==> config.mk <==
export PLATFORM = sky130hd
export DESIGN_NAME = rtcirq_top
export DESIGN_NICKNAME = d
export VERILOG_FILES = /design/src/rtl/rtcirq_pkg.sv /design/src/rtl/rtcirq_wdog.sv /design/src/rtl/rtcirq_top.sv
export SDC_FILE = /design/constraint.sdc
export NUM_CORES = 1
export LEC_CHECK = 0
export BUFFER_PORTS_ARGS = -buffer_cell sky130_fd_sc_hd__buf_4
export CAP_MARGIN = 20
export CORE_MARGIN = 2
export CORE_UTILIZATION = 30
export CTS_CLUSTER_DIAMETER = 150
export DETAILED_ROUTE_END_ITERATION = 12
export MAX_ROUTING_LAYER = met4
export PLACE_DENSITY_LB_ADDON = 0.1
export SKIP_LAST_GASP = 1
export SLEW_MARGIN = 0
export SYNTH_ARGS = -nofsm -noshare
export SYNTH_HDL_FRONTEND = slang
export SYNTH_SLANG_ARGS = --single-unit
==> constraint.sdc <==
create_clock -name clk -period 2.83 [get_ports clk]
set_input_delay 0.283 -clock clk [delete_from_list [all_inputs] [get_ports clk]]
set_output_delay 0.283 -clock clk [all_outputs]
set_load 0.01 [all_outputs]
==> src/rtl/rtcirq_pkg.sv <==
package rtcirq_pkg;
  // register offsets
  localparam logic [16:0] ADDR_ALARM_DATE = 17'h1fff5;
  localparam logic [16:0] ADDR_IRQ_CTRL = 17'h1fff6;
  localparam logic [16:0] ADDR_WDOG_CTRL = 17'h1fff7;
  localparam logic [16:0] ADDR_FLAGS = 17'h1fff0;
  // irq_source_control fields
  localparam int IRQ_WDOG_EN_BIT = 7;
  localparam int IRQ_ALARM_EN_BIT = 6;
  localparam int IRQ_PWR_EN_BIT = 5;
  localparam int IRQ_HL_BIT = 3;
  localparam int IRQ_PL_BIT = 2;
  localparam logic [7:0] IRQ_WR_MASK = 8'hec;
  // watchdog_control fields
  localparam int WD_STROBE_BIT = 7;
  localparam int WD_GATE_BIT = 6;
  // flag register fields
  localparam int FLG_WD_BIT = 2;
  localparam int FLG_AL_BIT = 1;
  localparam int FLG_PWR_BIT = 0;
  // reset values
  localparam logic [7:0] RST_ALARM_DATE = 8'h00;
  localparam logic [7:0] RST_IRQ_CTRL = 8'h00;
  localparam logic [5:0] RST_WD_TIMEOUT = 6'h00;
  // timing: watchdog tick is 1/32 s
  localparam int CLK_HZ = 40000000;
  localparam int TICK_HZ = 32;
  localparam int TICK_CYCLES = CLK_HZ / TICK_HZ;
  // pulse mode width on the interrupt pin
  localparam int PULSE_NS = 200;
  localparam int PULSE_CYCLES = (PULSE_NS * (CLK_HZ / 1000000) + 999) / 1000;

  typedef struct packed {
    logic [16:0] addr;
    logic [7:0] wdata;
    logic wr;
    logic rd;
  } rtcirq_bus_s;

  typedef struct packed {
    logic wd_expired;
    logic alarm_match;
    logic power_loss;
  } rtcirq_flags_s;
endpackage : rtcirq_pkg

==> src/rtl/rtcirq_wdog.sv <==
`timescale 1ns/100ps
module rtcirq_wdog #(
  parameter int TICK_CYC = rtcirq_pkg::TICK_CYCLES
) (
  input wire logic clk,
  input wire logic rst_n,
  input wire logic [5:0] timeout,
  input wire logic restart,
  output logic expire
);
  if (TICK_CYC < 2) begin : g_tick_chk
    $error("tick count too small");
  end

  typedef struct packed {
    logic [31:0] div;
    logic [5:0] ticks;
  } rtcirq_wd_s;

  rtcirq_wd_s s_q, s_d;
  logic tick;

  always_comb begin
    s_d = s_q;
    expire = 1'b0;
    tick = (s_q.div == 32'(TICK_CYC - 1));
    s_d.div = tick ? 32'h0 : s_q.div + 32'h1;
    if (restart || timeout == 6'h00) begin
      s_d.ticks = 6'h00;
      s_d.div = 32'h0;
    end else if (tick) begin
      if (s_q.ticks + 6'h01 >= timeout) begin
        expire = 1'b1;
        s_d.ticks = 6'h00;
      end else begin
        s_d.ticks = s_q.ticks + 6'h01;
      end
    end
  end

  always_ff @(posedge clk or negedge rst_n) begin
    if (!rst_n) begin
      s_q <= '0;
    end else begin
      s_q <= s_d;
    end
  end
endmodule : rtcirq_wdog

==> src/rtl/rtcirq_top.sv <==
`timescale 1ns/100ps
module rtcirq_top #(
  parameter int TICK_CYC = rtcirq_pkg::TICK_CYCLES
) (
  input wire logic clk,
  input wire logic rst_n,
  input wire logic [16:0] reg_addr,
  input wire logic [7:0] reg_wdata,
  input wire logic reg_wr,
  input wire logic reg_rd,
  output logic [7:0] reg_rdata,
  input wire logic alarm_match_in,
  input wire logic power_fail_in,
  output logic irq_o,
  output logic irq_oe
);
  ////////////////////////////////////////////////////////////////////////////////
  // elaboration checks

  if (TICK_CYC < 2) begin : g_tick_chk
    $error("tick count too small");
  end

  if (rtcirq_pkg::PULSE_CYCLES < 1 || rtcirq_pkg::PULSE_CYCLES > 255) begin : g_pulse_chk
    $error("pulse width does not fit its counter");
  end

  ////////////////////////////////////////////////////////////////////////////////
  // helpers

  // address decode, shared by the write strobes and the flag read strobe
  function automatic logic addr_hit(input logic [16:0] addr, input logic [16:0] target);
    addr_hit = (addr == target);
  endfunction : addr_hit

  // rising edge of a synchronised level
  function automatic logic rise(input logic now, input logic last);
    rise = now && !last;
  endfunction : rise

  ////////////////////////////////////////////////////////////////////////////////
  // state

  typedef struct packed {
    logic [1:0] am_sync;
    logic [1:0] pwr_sync;
    logic am_last;
    logic pwr_last;
    logic [7:0] alarm_date;
    logic [7:0] ctrl;
    logic [5:0] wd_timeout;
    logic wd_gate;
    rtcirq_pkg::rtcirq_flags_s flags;
    logic irq_level;
    logic [7:0] pulse_cnt;
    logic [7:0] rdata;
  } rtcirq_top_s;

  rtcirq_top_s s_q;
  rtcirq_top_s s_d;
  rtcirq_pkg::rtcirq_bus_s bus;
  logic wd_expire;
  logic wd_restart;
  logic am_evt;
  logic pwr_evt;
  logic wd_irq;
  logic am_irq;
  logic pwr_irq;
  logic any_irq;
  logic flag_rd;
  logic date_wr;
  logic ctrl_wr;
  logic wdog_wr;
  logic pulse_mode;
  logic high_mode;
  logic irq_act;

  ////////////////////////////////////////////////////////////////////////////////
  // bus decode

  assign bus = '{addr: reg_addr, wdata: reg_wdata, wr: reg_wr, rd: reg_rd};
  assign date_wr = bus.wr && addr_hit(bus.addr, rtcirq_pkg::ADDR_ALARM_DATE);
  assign ctrl_wr = bus.wr && addr_hit(bus.addr, rtcirq_pkg::ADDR_IRQ_CTRL);
  assign wdog_wr = bus.wr && addr_hit(bus.addr, rtcirq_pkg::ADDR_WDOG_CTRL);
  assign flag_rd = bus.rd && addr_hit(bus.addr, rtcirq_pkg::ADDR_FLAGS);
  // strobe restarts the count and is never stored
  assign wd_restart = wdog_wr && bus.wdata[rtcirq_pkg::WD_STROBE_BIT];
  assign pulse_mode = s_q.ctrl[rtcirq_pkg::IRQ_PL_BIT];
  assign high_mode = s_q.ctrl[rtcirq_pkg::IRQ_HL_BIT];

  ////////////////////////////////////////////////////////////////////////////////
  // watchdog counter

  rtcirq_wdog #(.TICK_CYC(TICK_CYC)) u_wdog (
    .clk(clk),
    .rst_n(rst_n),
    .timeout(s_q.wd_timeout),
    .restart(wd_restart),
    .expire(wd_expire)
  );

  ////////////////////////////////////////////////////////////////////////////////
  // next state

  always_comb begin
    s_d = s_q;
    // two-flop synchronisers, then edge detect
    s_d.am_sync = {s_q.am_sync[0], alarm_match_in};
    s_d.pwr_sync = {s_q.pwr_sync[0], power_fail_in};
    s_d.am_last = s_q.am_sync[1];
    s_d.pwr_last = s_q.pwr_sync[1];
    am_evt = rise(s_q.am_sync[1], s_q.am_last);
    pwr_evt = rise(s_q.pwr_sync[1], s_q.pwr_last);
    // source gating onto the shared pin
    wd_irq = wd_expire && s_q.ctrl[rtcirq_pkg::IRQ_WDOG_EN_BIT];
    am_irq = am_evt && s_q.ctrl[rtcirq_pkg::IRQ_ALARM_EN_BIT];
    pwr_irq = pwr_evt && s_q.ctrl[rtcirq_pkg::IRQ_PWR_EN_BIT];
    any_irq = wd_irq || am_irq || pwr_irq;
    // flags clear on read; a same-cycle event wins
    if (flag_rd) begin
      s_d.flags = '0;
      if (!pulse_mode) begin
        s_d.irq_level = 1'b0;
      end
    end
    if (wd_expire) begin
      s_d.flags.wd_expired = 1'b1;
    end
    if (am_evt) begin
      s_d.flags.alarm_match = 1'b1;
    end
    if (pwr_evt) begin
      s_d.flags.power_loss = 1'b1;
    end
    // pin activity: a counted pulse or a level held until flags are read
    if (s_q.pulse_cnt != 8'h00) begin
      s_d.pulse_cnt = s_q.pulse_cnt - 8'h01;
    end
    if (any_irq) begin
      if (pulse_mode) begin
        s_d.pulse_cnt = 8'(rtcirq_pkg::PULSE_CYCLES);
      end else begin
        s_d.irq_level = 1'b1;
      end
    end
    // register writes
    if (date_wr) begin
      s_d.alarm_date = bus.wdata;
    end
    if (ctrl_wr) begin
      s_d.ctrl = bus.wdata & rtcirq_pkg::IRQ_WR_MASK;
    end
    if (wdog_wr) begin
      // gate set: timeout kept, strobe still acts
      if (!s_q.wd_gate) begin
        s_d.wd_timeout = bus.wdata[5:0];
      end
      s_d.wd_gate = bus.wdata[rtcirq_pkg::WD_GATE_BIT];
    end
    // read data stand for one cycle only
    s_d.rdata = 8'h00;
    if (bus.rd) begin
      case (bus.addr)
        rtcirq_pkg::ADDR_ALARM_DATE: begin
          s_d.rdata = s_q.alarm_date;
        end
        rtcirq_pkg::ADDR_IRQ_CTRL: begin
          s_d.rdata = s_q.ctrl;
        end
        rtcirq_pkg::ADDR_WDOG_CTRL: begin
          s_d.rdata = {1'b0, s_q.wd_gate, s_q.wd_timeout};
        end
        rtcirq_pkg::ADDR_FLAGS: begin
          s_d.rdata = {5'h00, s_q.flags};
        end
        default: begin
          s_d.rdata = 8'h00;
        end
      endcase
    end
  end

  ////////////////////////////////////////////////////////////////////////////////
  // registers

  always_ff @(posedge clk or negedge rst_n) begin
    if (!rst_n) begin
      s_q <= '0;
      s_q.alarm_date <= rtcirq_pkg::RST_ALARM_DATE;
      s_q.ctrl <= rtcirq_pkg::RST_IRQ_CTRL;
      s_q.wd_timeout <= rtcirq_pkg::RST_WD_TIMEOUT;
    end else begin
      s_q <= s_d;
    end
  end

  ////////////////////////////////////////////////////////////////////////////////
  // pin drive

  assign irq_act = s_q.irq_level || (s_q.pulse_cnt != 8'h00);
  assign reg_rdata = s_q.rdata;

  always_comb begin
    if (high_mode) begin
      irq_o = irq_act;
      irq_oe = 1'b1;
    end else begin
      irq_o = 1'b0;
      irq_oe = irq_act;
    end
  end
endmodule : rtcirq_top

Word-level counts from Yosys, hierarchy flattened --
Cells that the tools add are included.
Word-level totals: logic and storage cells 70, output and inout bits 10, register bits after elaboration 84, bits of input ports 31
Operators by class: $add $sub $neg 3, reductions and logical operators 23, equal/unequal tests 5, order comparisons 1, bitwise gates (word level) 1, multiplexer cells 21
Operators by type and width (count):
- $eq A17 B17 Y1 const B | 4
- $mux W32 | 2
- $add A32 B1 Y32 const B | 1
- $eq A32 B21 Y1 const B | 1
- $pmux W8 S4 | 1
- $mux W8 | 3
- $mux W6 | 3
- $logic_and A1 B1 Y1 | 10
- $mux W1 | 10
- $mux W9 | 1
- $reduce_bool A2 Y1 | 4
- $reduce_bool A8 Y1 | 1
- $sub A8 B1 Y8 const B | 1
- $add A6 B1 Y6 const B | 1
- $ge A6 B6 Y1 | 1
- $logic_not A6 Y1 | 1
- $logic_or A1 B1 Y1 | 4
- $mux W4 | 1
- $logic_not A1 Y1 | 2
- $reduce_and A2 Y1 | 1
- $not A1 Y1 | 1

Logic depth before layout (Yosys ltp) --
Gate-level depths: netlist of run 1.
depth after elaboration 9, gate-level depth with buffers 9, mapped depth without buffers 9

Cells and area by module --
Synthesis of run 1 repeated with hierarchy kept, for this count alone.
Second synthesis, totals: cell total of the unflattened synthesis 402, area total of the unflattened synthesis 4264.1 µm²
Modules (own cells, without submodules):
- rtcirq_wdog | cells an instance 232, sequential area each 950.9 µm², times used 1, area an instance 2213.4 µm²
- rtcirq_top | cells an instance 170, sequential area each 1151.1 µm², times used 1, area an instance 2050.7 µm²

Worst setup path after synthesis of run 1 --
No wires, ideal clock.
path type register to register, start reg u_wdog.s_q[0] (netlist name), end reg s_q[11] (netlist name), buffers on the path 0, data arrival time 2.242 ns, library setup time 0.131 ns, clock period less this slack 2.374 ns, stages on the path, launching flop included 10, data required time 2.699 ns, slack 0.456 ns, path through dfrtp_1 > ha_1 > nand3_1 > xnor2_1 > ha_1 > a21o_1 > a21o_1 > a21oi_2 > nor4_4 > or3_1
RTL lines:
- from (decl) | RTL line rtcirq_wdog.sv:20 | rtcirq_wd_s s_q, s_d;
- from (signal assigned) | RTL line rtcirq_wdog.sv:43 | s_q <= '0;
- from (signal assigned) | RTL line rtcirq_wdog.sv:45 | s_q <= s_d;
- to (decl) | RTL line rtcirq_top.sv:59 | rtcirq_top_s s_q;

==> metrics.yaml, run 1 <==
start_util: 0.3071
fp.dieH_um: 123.2
synthSimpleGateAreaFrac: 0.2339
synth_ff_type: "dfrtp_1"
hp-class: "in -> async"
rows: 43
rr_worst_depth: 5
hold_violations: 4
slew_violations: 0
pwr_density_cell_nw_per_um2: 549.9
grt_max_degree: 56
drt_wl_total_um: 9959
timing.setup.tns_ns: 0
cts.sinks: 84
async_flop_share: 1.000
drive_above_1_share: 0.2105
cts_buffers: 9
postRouteAntennaNets: 0
synth_cell_types: 49
synth-seq-cells: 84
timing.critical_path.buf_inv: 0
grt_pass1_wl_um: 16500
place_area_sq_um: 4782
status: "complete, but fails checks"
first_pass_iters: 4
vias: 3200
violations: "hold timing"
fmax_mhz: 396.6
antenna_found_initial: 0
grt_pass1_vias: 3211
yosys.area_share.xor_xnor: 0.08218
layout.nets: 492
setup_violations: 0
root_buffer: "clkbuf_16"
path_depth: 5
crit_chain: "or4b_1 > or4_1 > or4_4 > nor4_4 > nor3_1"
fin_hold_ws_ns: -0.006504
dieArea_sq_um: 15180
drc: 0
swShare: 0.2495
area_growth_syn_to_layout_pct: 19.11
io_pins: 41
start_kind: "flop"
die_x_um: 123.2
internal_power_w: 0.002095
synthMuxAreaShare: 0.06575
share_seq_of_total_power: 0.474
synth_edf_count: 0
synth_top_family_by_area: "simple AND/OR/NAND/NOR gates"
dp.cells: 620
yosys_warnings: 0
leakage_nw: 2.176
worst_pin_slew_ns: 0.7707
slew_headroom: 0.4840
period_share: 0.8909
yosysSeqAreaShare: 0.4931
grt-ovfl-total: 0
clock_power_share: 0.421
post-route-min-period_ns: 2.521
track_usage: 0.1477
clock_path_buffers: 2
multi_input_area_sq_um: 1999
path_max_fanout: 8
clkTransAtPathRegs_ns: 0.06
path_delay_family: "simple AND/OR/NAND/NOR gates"
num-fill-cells: 1398
cts_resized: 0
synth_area_per_cell_sq_um: 10.40
port_buffers: 40
final_area_sq_um: 5077
p_total_w: 0.002792
via_per_inst: 5.031
synth_nets: 451
criticalPathCategory: "reg -> reg"
netlist_area_sq_um: 4263
synthAdderAreaFrac: 0.02935
synth_compound_area_frac: 0.05782
regArea_sq_um: 2102
cts_tree: "built"
clk_latency_ns: 0.35
irDropWorstVdd_uv: 208.3
cap_violations: 0
slowest_delay_ns: 0.51
h-tree-depth: 3
p_sw_w: 0.0006967
wl_per_cell_um: 15.66
power.share.combinational: 0.105
worst_setup_path_end_kind: "flop"
stdcell_count: 636
cts_setup_buffers: 0
diodes: 0
critPathRequiredTime_ns: 3.03
place_congestion: 0.7685
drt-initial-drc-count: 152
cts_hold_buf: 0
hpwl_um: 7039
finClkSkew_ns: 0.01225
crit_arrival_ns: 2.72
crit_path_top_delay_cell: "or4b_1"
rsz0062_at_grt: "false"
synthCells: 410
core_region_area_sq_um: 13880
## power groups by stage
stage / clock [W] / sequential, W / combinational (W)
5_1_grt: 0.00128 / 0.00133 / 0.000339
6_report: 0.00118 / 0.00132 / 0.000293
2_1_floorplan: 0 / 0.00133 / 0.000194
3_3_place_gp: 0 / 0.00134 / 0.000293
4_1_cts: 0.00123 / 0.00132 / 0.000297
3_5_place_dp: 0 / 0.00135 / 0.000293
## worst register-to-register path, stage by stage, from the launching register on
cell and delay, ns:
dfrtp_1 0.41, or4b_1 0.51, or4_1 0.41, or4_4 0.46
nor4_4 0.48, nor3_1 0.11
## cell usage in the layout (no fill, tap or decap), types with 2 or more instances in the layout
| master | n |
|---|---|
| a21o_1 | 4 |
| a21oi_1 | 10 |
| a22oi_1 | 7 |
| and2_1 | 2 |
| and3_1 | 8 |
| and4_1 | 4 |
| buf_4 | 52 |
| clkbuf_1 | 2 |
| clkbuf_16 | 9 |
| clkinv_4 | 2 |
| clkinvlp_4 | 2 |
| dfrtp_1 | 84 |
| ha_1 | 10 |
| inv_1 | 12 |
| mux2_2 | 24 |
| nand2_1 | 22 |
| nand2b_1 | 2 |
| nand3_1 | 22 |
| nand3b_1 | 3 |
| nand4_1 | 18 |
| nand4b_1 | 4 |
| nor2_1 | 50 |
| nor2b_1 | 5 |
| nor3_1 | 9 |
| nor4_1 | 14 |
| nor4b_1 | 4 |
| o21ai_0 | 3 |
| or4_1 | 4 |
| or4b_1 | 2 |
| xnor2_1 | 14 |
| xor2_1 | 26 |
## registers in the layout, indices dropped and copies added, names as in the netlist, named ones only
signal / count
s_d: 4
u_wdog.s_q: 38
reg_rdata: 8
high_mode: 1
pulse_mode: 1
s_q: 31
## routing by layer
| metal | wire (um) | global-route usage |
|---|---|---|
| met1 | 4513 | 0.1789 |
| met2 | 4795 | 0.2387 |
| met3 | 383 | 0.02491 |
| met4 | 266 | 0.07315 |
| met5 | 0 | - |
## layout make-up
type,instances,area share
clock buffers,11,0.04584
flip-flops and latches,84,0.4140
clock inverters,5,0.01232
multi-input cells,291,0.3938
repair buffers,53,0.08083
well taps,180,0.04436
inverters,12,0.008871
## through the flow
stage                     utilization  hold slack [ns]  setup slack (ns)
after floorplan                     -         -0.01259            0.4564
after global placement         0.3445           0.3332            0.3504
after detailed placement       0.3445           0.3426            0.3124
after CTS                      0.3658          0.01882            0.3013
after global routing           0.3658          0.02415            0.1526
final                          0.3658        -0.006504            0.3087
## cells in the mapped netlist, types with 9 or more instances
library cell | count | share of area
dfrtp_1 | 84 | 0.49
nor2_1 | 50 | 0.044
xor2_1 | 26 | 0.053
mux2_2 | 24 | 0.063
nand2_1 | 22 | 0.019
nand3_1 | 22 | 0.026
nand4_1 | 18 | 0.026
nor4_1 | 14 | 0.021
xnor2_1 | 14 | 0.029
clkbuf_1 | 13 | 0.011
inv_1 | 12 | 0.011
a21oi_1 | 10 | 0.012
ha_1 | 10 | 0.029
nor3_1 | 9 | 0.011
## cell families after synthesis
| kind of cell | count (synthesis) |
|---|---|
| AO/OA/AOI/OAI | 36 |
| XOR/XNOR | 40 |
| adder cells (fa/ha/maj) | 10 |
| buffers and inverters | 35 |
| flip-flops | 84 |
| multiplexers | 25 |
| AND/OR/NAND/NOR | 180 |
## final timing paths
path,start,endpoint,slack [ns]
worst max register to register,u_wdog.s_q[28],s_q[9],0.31
min in group clk,power_fail_in,s_d[46],0.04
worst max-delay path,u_wdog.s_q[28],s_q[9],0.31
max in group asynchronous,rst_n,s_q[21],2.13
worst min register to register,s_d[48],s_d[44],0.35
worst min-delay path,rst_n,reg_rdata[6],-0.007
Note: power is estimated with default switching activity, not from simulation.
==> inputs of run 2 (changes only) <==
--- a/config.mk
+++ b/config.mk
@@ -8,7 +8,7 @@
 export BUFFER_PORTS_ARGS = -buffer_cell sky130_fd_sc_hd__buf_4
 export CAP_MARGIN = 20
 export CORE_MARGIN = 2
-export CORE_UTILIZATION = 30
+export CORE_UTILIZATION = 50
 export CTS_CLUSTER_DIAMETER = 150
 export DETAILED_ROUTE_END_ITERATION = 12
 export MAX_ROUTING_LAYER = met4
==> metrics.yaml, run 2 (synthesis gave the netlist of run 1 again) <==
hold_violations: 0  # was 4
drive_above_1_share: 0.2127  # was 0.2105
postRouteAntennaNets: 0  # unchanged
path_delay_family: "simple AND/OR/NAND/NOR gates"  # unchanged
rsz0062_at_grt: "false"  # unchanged
grt_max_degree: 45  # was 56
final_cell_mix: "dfrtp_1, nor2_1, buf_4, xor2_1, mux2_2"  # was dfrtp_1, buf_4, nor2_1, xor2_1, mux2_2
place_area_sq_um: 4693  # was 4782 sq um
hp-class: "in -> reg"  # was in -> async
period_share: 0.9316  # was 0.8909
worst_pin_slew_ns: 0.6682  # was 0.7707 ns
io_pins: 41  # unchanged
via_per_inst: 5.693  # was 5.031
slew_violations: 0  # unchanged
die_x_um: 96.34  # was 123.2 um
diodes: 0  # unchanged
cts_tree: "built"  # unchanged
drt_wl_total_um: 9233  # was 9959 um
slowest_delay_ns: 0.54  # was 0.51 ns
rows: 33  # was 43
crit_arrival_ns: 2.85  # was 2.72 ns
irDropWorstVdd_uv: 290.3  # was 208.3 uV
hpwl_um: 6524  # was 7039 um
setup_violations: 0  # unchanged
wl_per_cell_um: 16.46  # was 15.66 um
port_buffers: 40  # unchanged
post-route-min-period_ns: 2.636  # was 2.521 ns
slew_headroom: 0.5526  # was 0.4840
max_flop_register: "u_wdog.s_q"  # unchanged
crit_path_top_delay_cell: "nor4_4"  # was or4b_1
reg2reg_setup_slack_ns: 0.19  # was 0.31 ns
pwr_density_cell_nw_per_um2: 567.3  # was 549.9 nW/um^2
cts.sinks: 84  # unchanged
status: "complete, no violations"  # was complete, but fails checks
grt_pass1_vias: 3178  # was 3,211
dieArea_sq_um: 9280  # was 15,180 sq um
drt-initial-drc-count: 121  # was 152
grt-ovfl-total: 0  # unchanged
crit_chain: "or4b_1 > or4_1 > or4_4 > nor4_4 > nor4_1"  # was or4b_1 > or4_1 > or4_4 > nor4_4 > nor3_1
final_area_sq_um: 5000  # was 5077 sq um
stdcell_count: 561  # was 636
grt_pass1_wl_um: 15260  # was 16,500 um
start_util: 0.5162  # was 0.3071
final_common_cell: "dfrtp_1"  # unchanged
place_congestion: 0.8852  # was 0.7685
cap_violations: 0  # unchanged
finClkSkew_ns: 0.008338  # was 0.01225 ns
fin_hold_ws_ns: 0.02727  # was -0.006504 ns
core_region_area_sq_um: 8258  # was 13,880 sq um
final_util: 0.6055  # was 0.3658
antenna_found_initial: 0  # unchanged
h-tree-depth: 3  # unchanged
layout.nets: 492  # unchanged
clkTransAtPathRegs_ns: 0.09  # was 0.06 ns
vias: 3194  # was 3,200
root_buffer: "clkbuf_8"  # was clkbuf_16
dp.cells: 544  # was 620
first_pass_iters: 4  # unchanged
fp.dieH_um: 96.34  # was 123.2 um
cts_buffers: 9  # unchanged
track_usage: 0.2218  # was 0.1477
cts_resized: 0  # unchanged
critPathRequiredTime_ns: 3.04  # was 3.03 ns
drc: 0  # unchanged
fmax_mhz: 379.3  # was 396.6 MHz
leakage_nw: 2.191  # was 2.176 nW
area_growth_syn_to_layout_pct: 17.29  # was 19.11%
start_kind: "flop"  # unchanged
clk_latency_ns: 0.35  # about the same
worst_setup_path_end_kind: "flop"  # unchanged
timing.setup.tns_ns: 0  # unchanged
timing.critical_path.buf_inv: 0  # unchanged
path_max_fanout: 8  # unchanged
clock_path_buffers: 2  # unchanged
criticalPathCategory: "reg -> reg"  # unchanged
largest_register_ffs: 38  # unchanged
[run 2: stage by stage]
step	power (W)	setup slack, ns
5_1_grt	0.002969	0.1032
2_1_floorplan	0.001527	0.4564
3_3_place_gp	0.001622	0.2979
6_report	0.002836	0.1935
3_5_place_dp	0.001642	0.2271
4_1_cts	0.002870	0.2264
[run 2: repair_timing]
item / CTS / global route
hold buffers: 1 / 0
endpoints found under the setup margin: 0 / 0
hold endpoints to repair: 40 / 0
buffers inserted: 0 / 0
[run 2: cell type report]
type                            instances  area, sq um
Timing Repair Buffer                   53        425.4
Fill cell                             702         3258
Clock buffer                           10        137.6
Tap cell                              105        131.4
Clock inverter                          6        158.9
Multi-Input combinational cell        291         1999
Inverter                               12        45.04
Sequential cell                        84         2102
[run 2: report_power, final]
| part | total, W | switching, W | internal, W | leakage [nW] |
|---|---|---|---|---|
| combinational | 0.000291 | 0.000146 | 0.000145 | 0.920 |
| sequential | 0.00133 | 0.0000628 | 0.00126 | 1.12 |
| clock | 0.00122 | 0.000429 | 0.000790 | 0.147 |
| total | 0.00284 | 0.000638 | 0.00220 | 2.19 |
[run 2: path summary, 6_finish.rpt]
| kind | start | to | cells after the start |
|---|---|---|---|
| worst min-delay path | alarm_match_in | s_d[48] | 1 |
| worst min register to register | s_d[48] | s_d[44] | 0 |
| max in group asynchronous | rst_n | u_wdog.s_q[29] | 3 |
| worst max-delay path | u_wdog.s_q[25] | s_q[10] | 5 |
| min in group asynchronous | rst_n | reg_rdata[3] | 2 |
| worst max register to register | u_wdog.s_q[25] | s_q[10] | 5 |
[run 2: per-layer routing]
| metal | routed length, um | vias up | global-route usage | part of all wire |
|---|---|---|---|---|
| met5 | 0 | - | - | 0 |
| met4 | 111 | 0 | 0.06573 | 0.012 |
| met3 | 401 | 14 | 0.04072 | 0.043 |
| met2 | 4144 | 77 | 0.3333 | 0.45 |
| met1 | 4575 | 1557 | 0.3091 | 0.50 |
| li1 | - | 1546 | - | - |
==> inputs of run 3 (changes only) <==
--- a/config.mk
+++ b/config.mk
@@ -10,8 +10,8 @@
 export CORE_MARGIN = 2
 export CORE_UTILIZATION = 50
 export CTS_CLUSTER_DIAMETER = 150
+export CTS_CLUSTER_SIZE = 8
 export DETAILED_ROUTE_END_ITERATION = 12
-export MAX_ROUTING_LAYER = met4
 export PLACE_DENSITY_LB_ADDON = 0.1
 export SKIP_LAST_GASP = 1
 export SLEW_MARGIN = 0
==> metrics.yaml, run 3 (synthesis gave the netlist of run 1 again) <==
io_pins: 41  # unchanged
post-route-min-period_ns: 2.634  # was 2.636 ns
timing.rr.end: "s_q[10]"  # unchanged
place_area_sq_um: 4693  # unchanged
cts_buffers: 9  # unchanged
antenna_found_initial: 0  # unchanged
clock_path_buffers: 2  # unchanged
hpwl_um: 6524  # unchanged
final_common_cell: "dfrtp_1"  # unchanged
setup_violations: 0  # unchanged
leakage_nw: 2.191  # unchanged
reg2reg_setup_slack_ns: 0.20  # was 0.19 ns
area_growth_syn_to_layout_pct: 17.29  # unchanged
die_x_um: 96.34  # unchanged
min-delay-start: "alarm_match_in"  # unchanged
dp.cells: 544  # unchanged
stdcell_count: 561  # unchanged
slowest_delay_ns: 0.54  # about the same
largest_register_ffs: 38  # unchanged
core_region_area_sq_um: 8258  # unchanged
drc: 0  # unchanged
h-tree-depth: 3  # unchanged
cts.sinks: 84  # unchanged
max_flop_register: "u_wdog.s_q"  # unchanged
layout.nets: 492  # unchanged
path_delay_family: "simple AND/OR/NAND/NOR gates"  # unchanged
drt_wl_total_um: 9175  # was 9233 um
fmax_mhz: 379.7  # was 379.3 MHz
diodes: 0  # unchanged
place_congestion: 0.8710  # was 0.8852
cts_resized: 0  # unchanged
crit_chain: "or4b_1 > or4_1 > or4_4 > nor4_4 > nor4_1"  # unchanged
start_kind: "flop"  # unchanged
worst_pin_slew_ns: 0.6749  # was 0.6682 ns
cts_tree: "built"  # unchanged
irDropWorstVdd_uv: 289.8  # was 290.3 uV
root_buffer: "clkbuf_8"  # unchanged
slew_headroom: 0.5481  # was 0.5526
crit_arrival_ns: 2.84  # was 2.85 ns
clkTransAtPathRegs_ns: 0.09  # about the same
vias: 3174  # was 3,194
track_usage: 0.2156  # was 0.2218
whs_endpoint: "s_d[48]"  # unchanged
grt_pass1_vias: 3178  # unchanged
finClkSkew_ns: 0.01099  # was 0.008338 ns
crit_path_top_delay_cell: "nor4_4"  # unchanged
r2r-start: "u_wdog.s_q[25]"  # unchanged
grt-ovfl-total: 0  # unchanged
criticalPathCategory: "reg -> reg"  # unchanged
drive_above_1_share: 0.2127  # unchanged
start_util: 0.5162  # unchanged
final_cell_mix: "dfrtp_1, nor2_1, buf_4, xor2_1, mux2_2"  # unchanged
via_per_inst: 5.658  # was 5.693
final_area_sq_um: 5000  # unchanged
rsz0062_at_grt: "false"  # unchanged
drt-initial-drc-count: 129  # was 121
crit_path_start: "u_wdog.s_q[25]"  # unchanged
grt_pass1_wl_um: 15250  # was 15,260 um
fp.dieH_um: 96.34  # unchanged
timing.setup.tns_ns: 0  # unchanged
wl_per_cell_um: 16.35  # was 16.46 um
first_pass_iters: 4  # unchanged
hp-class: "in -> reg"  # unchanged
grt_max_degree: 45  # unchanged
status: "complete, no violations"  # unchanged
slew_violations: 0  # unchanged
rr_worst_depth: 5  # unchanged
postRouteAntennaNets: 0  # unchanged
port_buffers: 40  # unchanged
path_max_fanout: 8  # unchanged
pwr_density_cell_nw_per_um2: 567.4  # was 567.3 nW/um^2
clk_latency_ns: 0.35  # about the same
dieArea_sq_um: 9280  # unchanged
holdPathStages: 1  # unchanged
timing.critical_path.buf_inv: 0  # unchanged
hold_violations: 0  # unchanged
cap_violations: 0  # unchanged
rows: 33  # unchanged
critPathRequiredTime_ns: 3.04  # about the same
period_share: 0.9307  # was 0.9316
worst_setup_path_end_kind: "flop"  # unchanged
[run 3: power by group]
part           internal [W]  total, W  switching, W
sequential          0.00126   0.00133     0.0000622
clock              0.000790   0.00122      0.000430
combinational      0.000145  0.000290      0.000146
total               0.00220   0.00284      0.000638
[run 3: layout make-up]
cell class | instances | area [sq um]
fillers | 702 | 3258
flip-flops and latches | 84 | 2102
multi-input cells | 291 | 1999
repair buffers | 53 | 425.4
clock inverters | 6 | 158.9
clock buffers | 10 | 137.6
well taps | 105 | 131.4
inverters | 12 | 45.04
[run 3: worst max-delay path by stage]
stage | endpoint | cells after the start
floorplan | s_q[11] | 9
global placement | s_q[11] | 5
detailed placement | s_q[9] | 5
CTS | s_q[10] | 5
global route | s_q[10] | 5
finish | s_q[10] | 5
[run 3: routing by layer]
| layer | global-route usage | wire length (um) | vias up |
|---|---|---|---|
| met5 | 0 | 0 | - |
| met1 | 0.3101 | 4558 | 1555 |
| met3 | 0.04072 | 360 | 11 |
| met4 | 0.06573 | 110 | 0 |
| li1 | - | - | 1546 |
| met2 | 0.3322 | 4145 | 62 |
[run 3: worst register-to-register path, cell delays in order, from the launching register on]
cell and delay, ns:
dfrtp_1 0.46, or4b_1 0.49, or4_1 0.43, or4_4 0.46, nor4_4 0.54, nor4_1 0.12
[run 3: timing repair]
action                    4_1_cts  5_1_grt
hold endpoints to repair       40        0
hold buffers                    1        0
setup buffers                   0        0
[run 3: stage by stage]
stage	utilization	total power [W]	setup slack, ns	hold slack, ns
2_1_floorplan	-	0.001527	0.4564	-0.01259
3_3_place_gp	0.5683	0.001622	0.2979	0.2918
3_5_place_dp	0.5683	0.001642	0.2271	0.2994
4_1_cts	0.6055	0.002870	0.2264	0.01350
5_1_grt	0.6055	0.002972	0.1032	0.006382
6_report	0.6055	0.002837	0.1960	0.02932
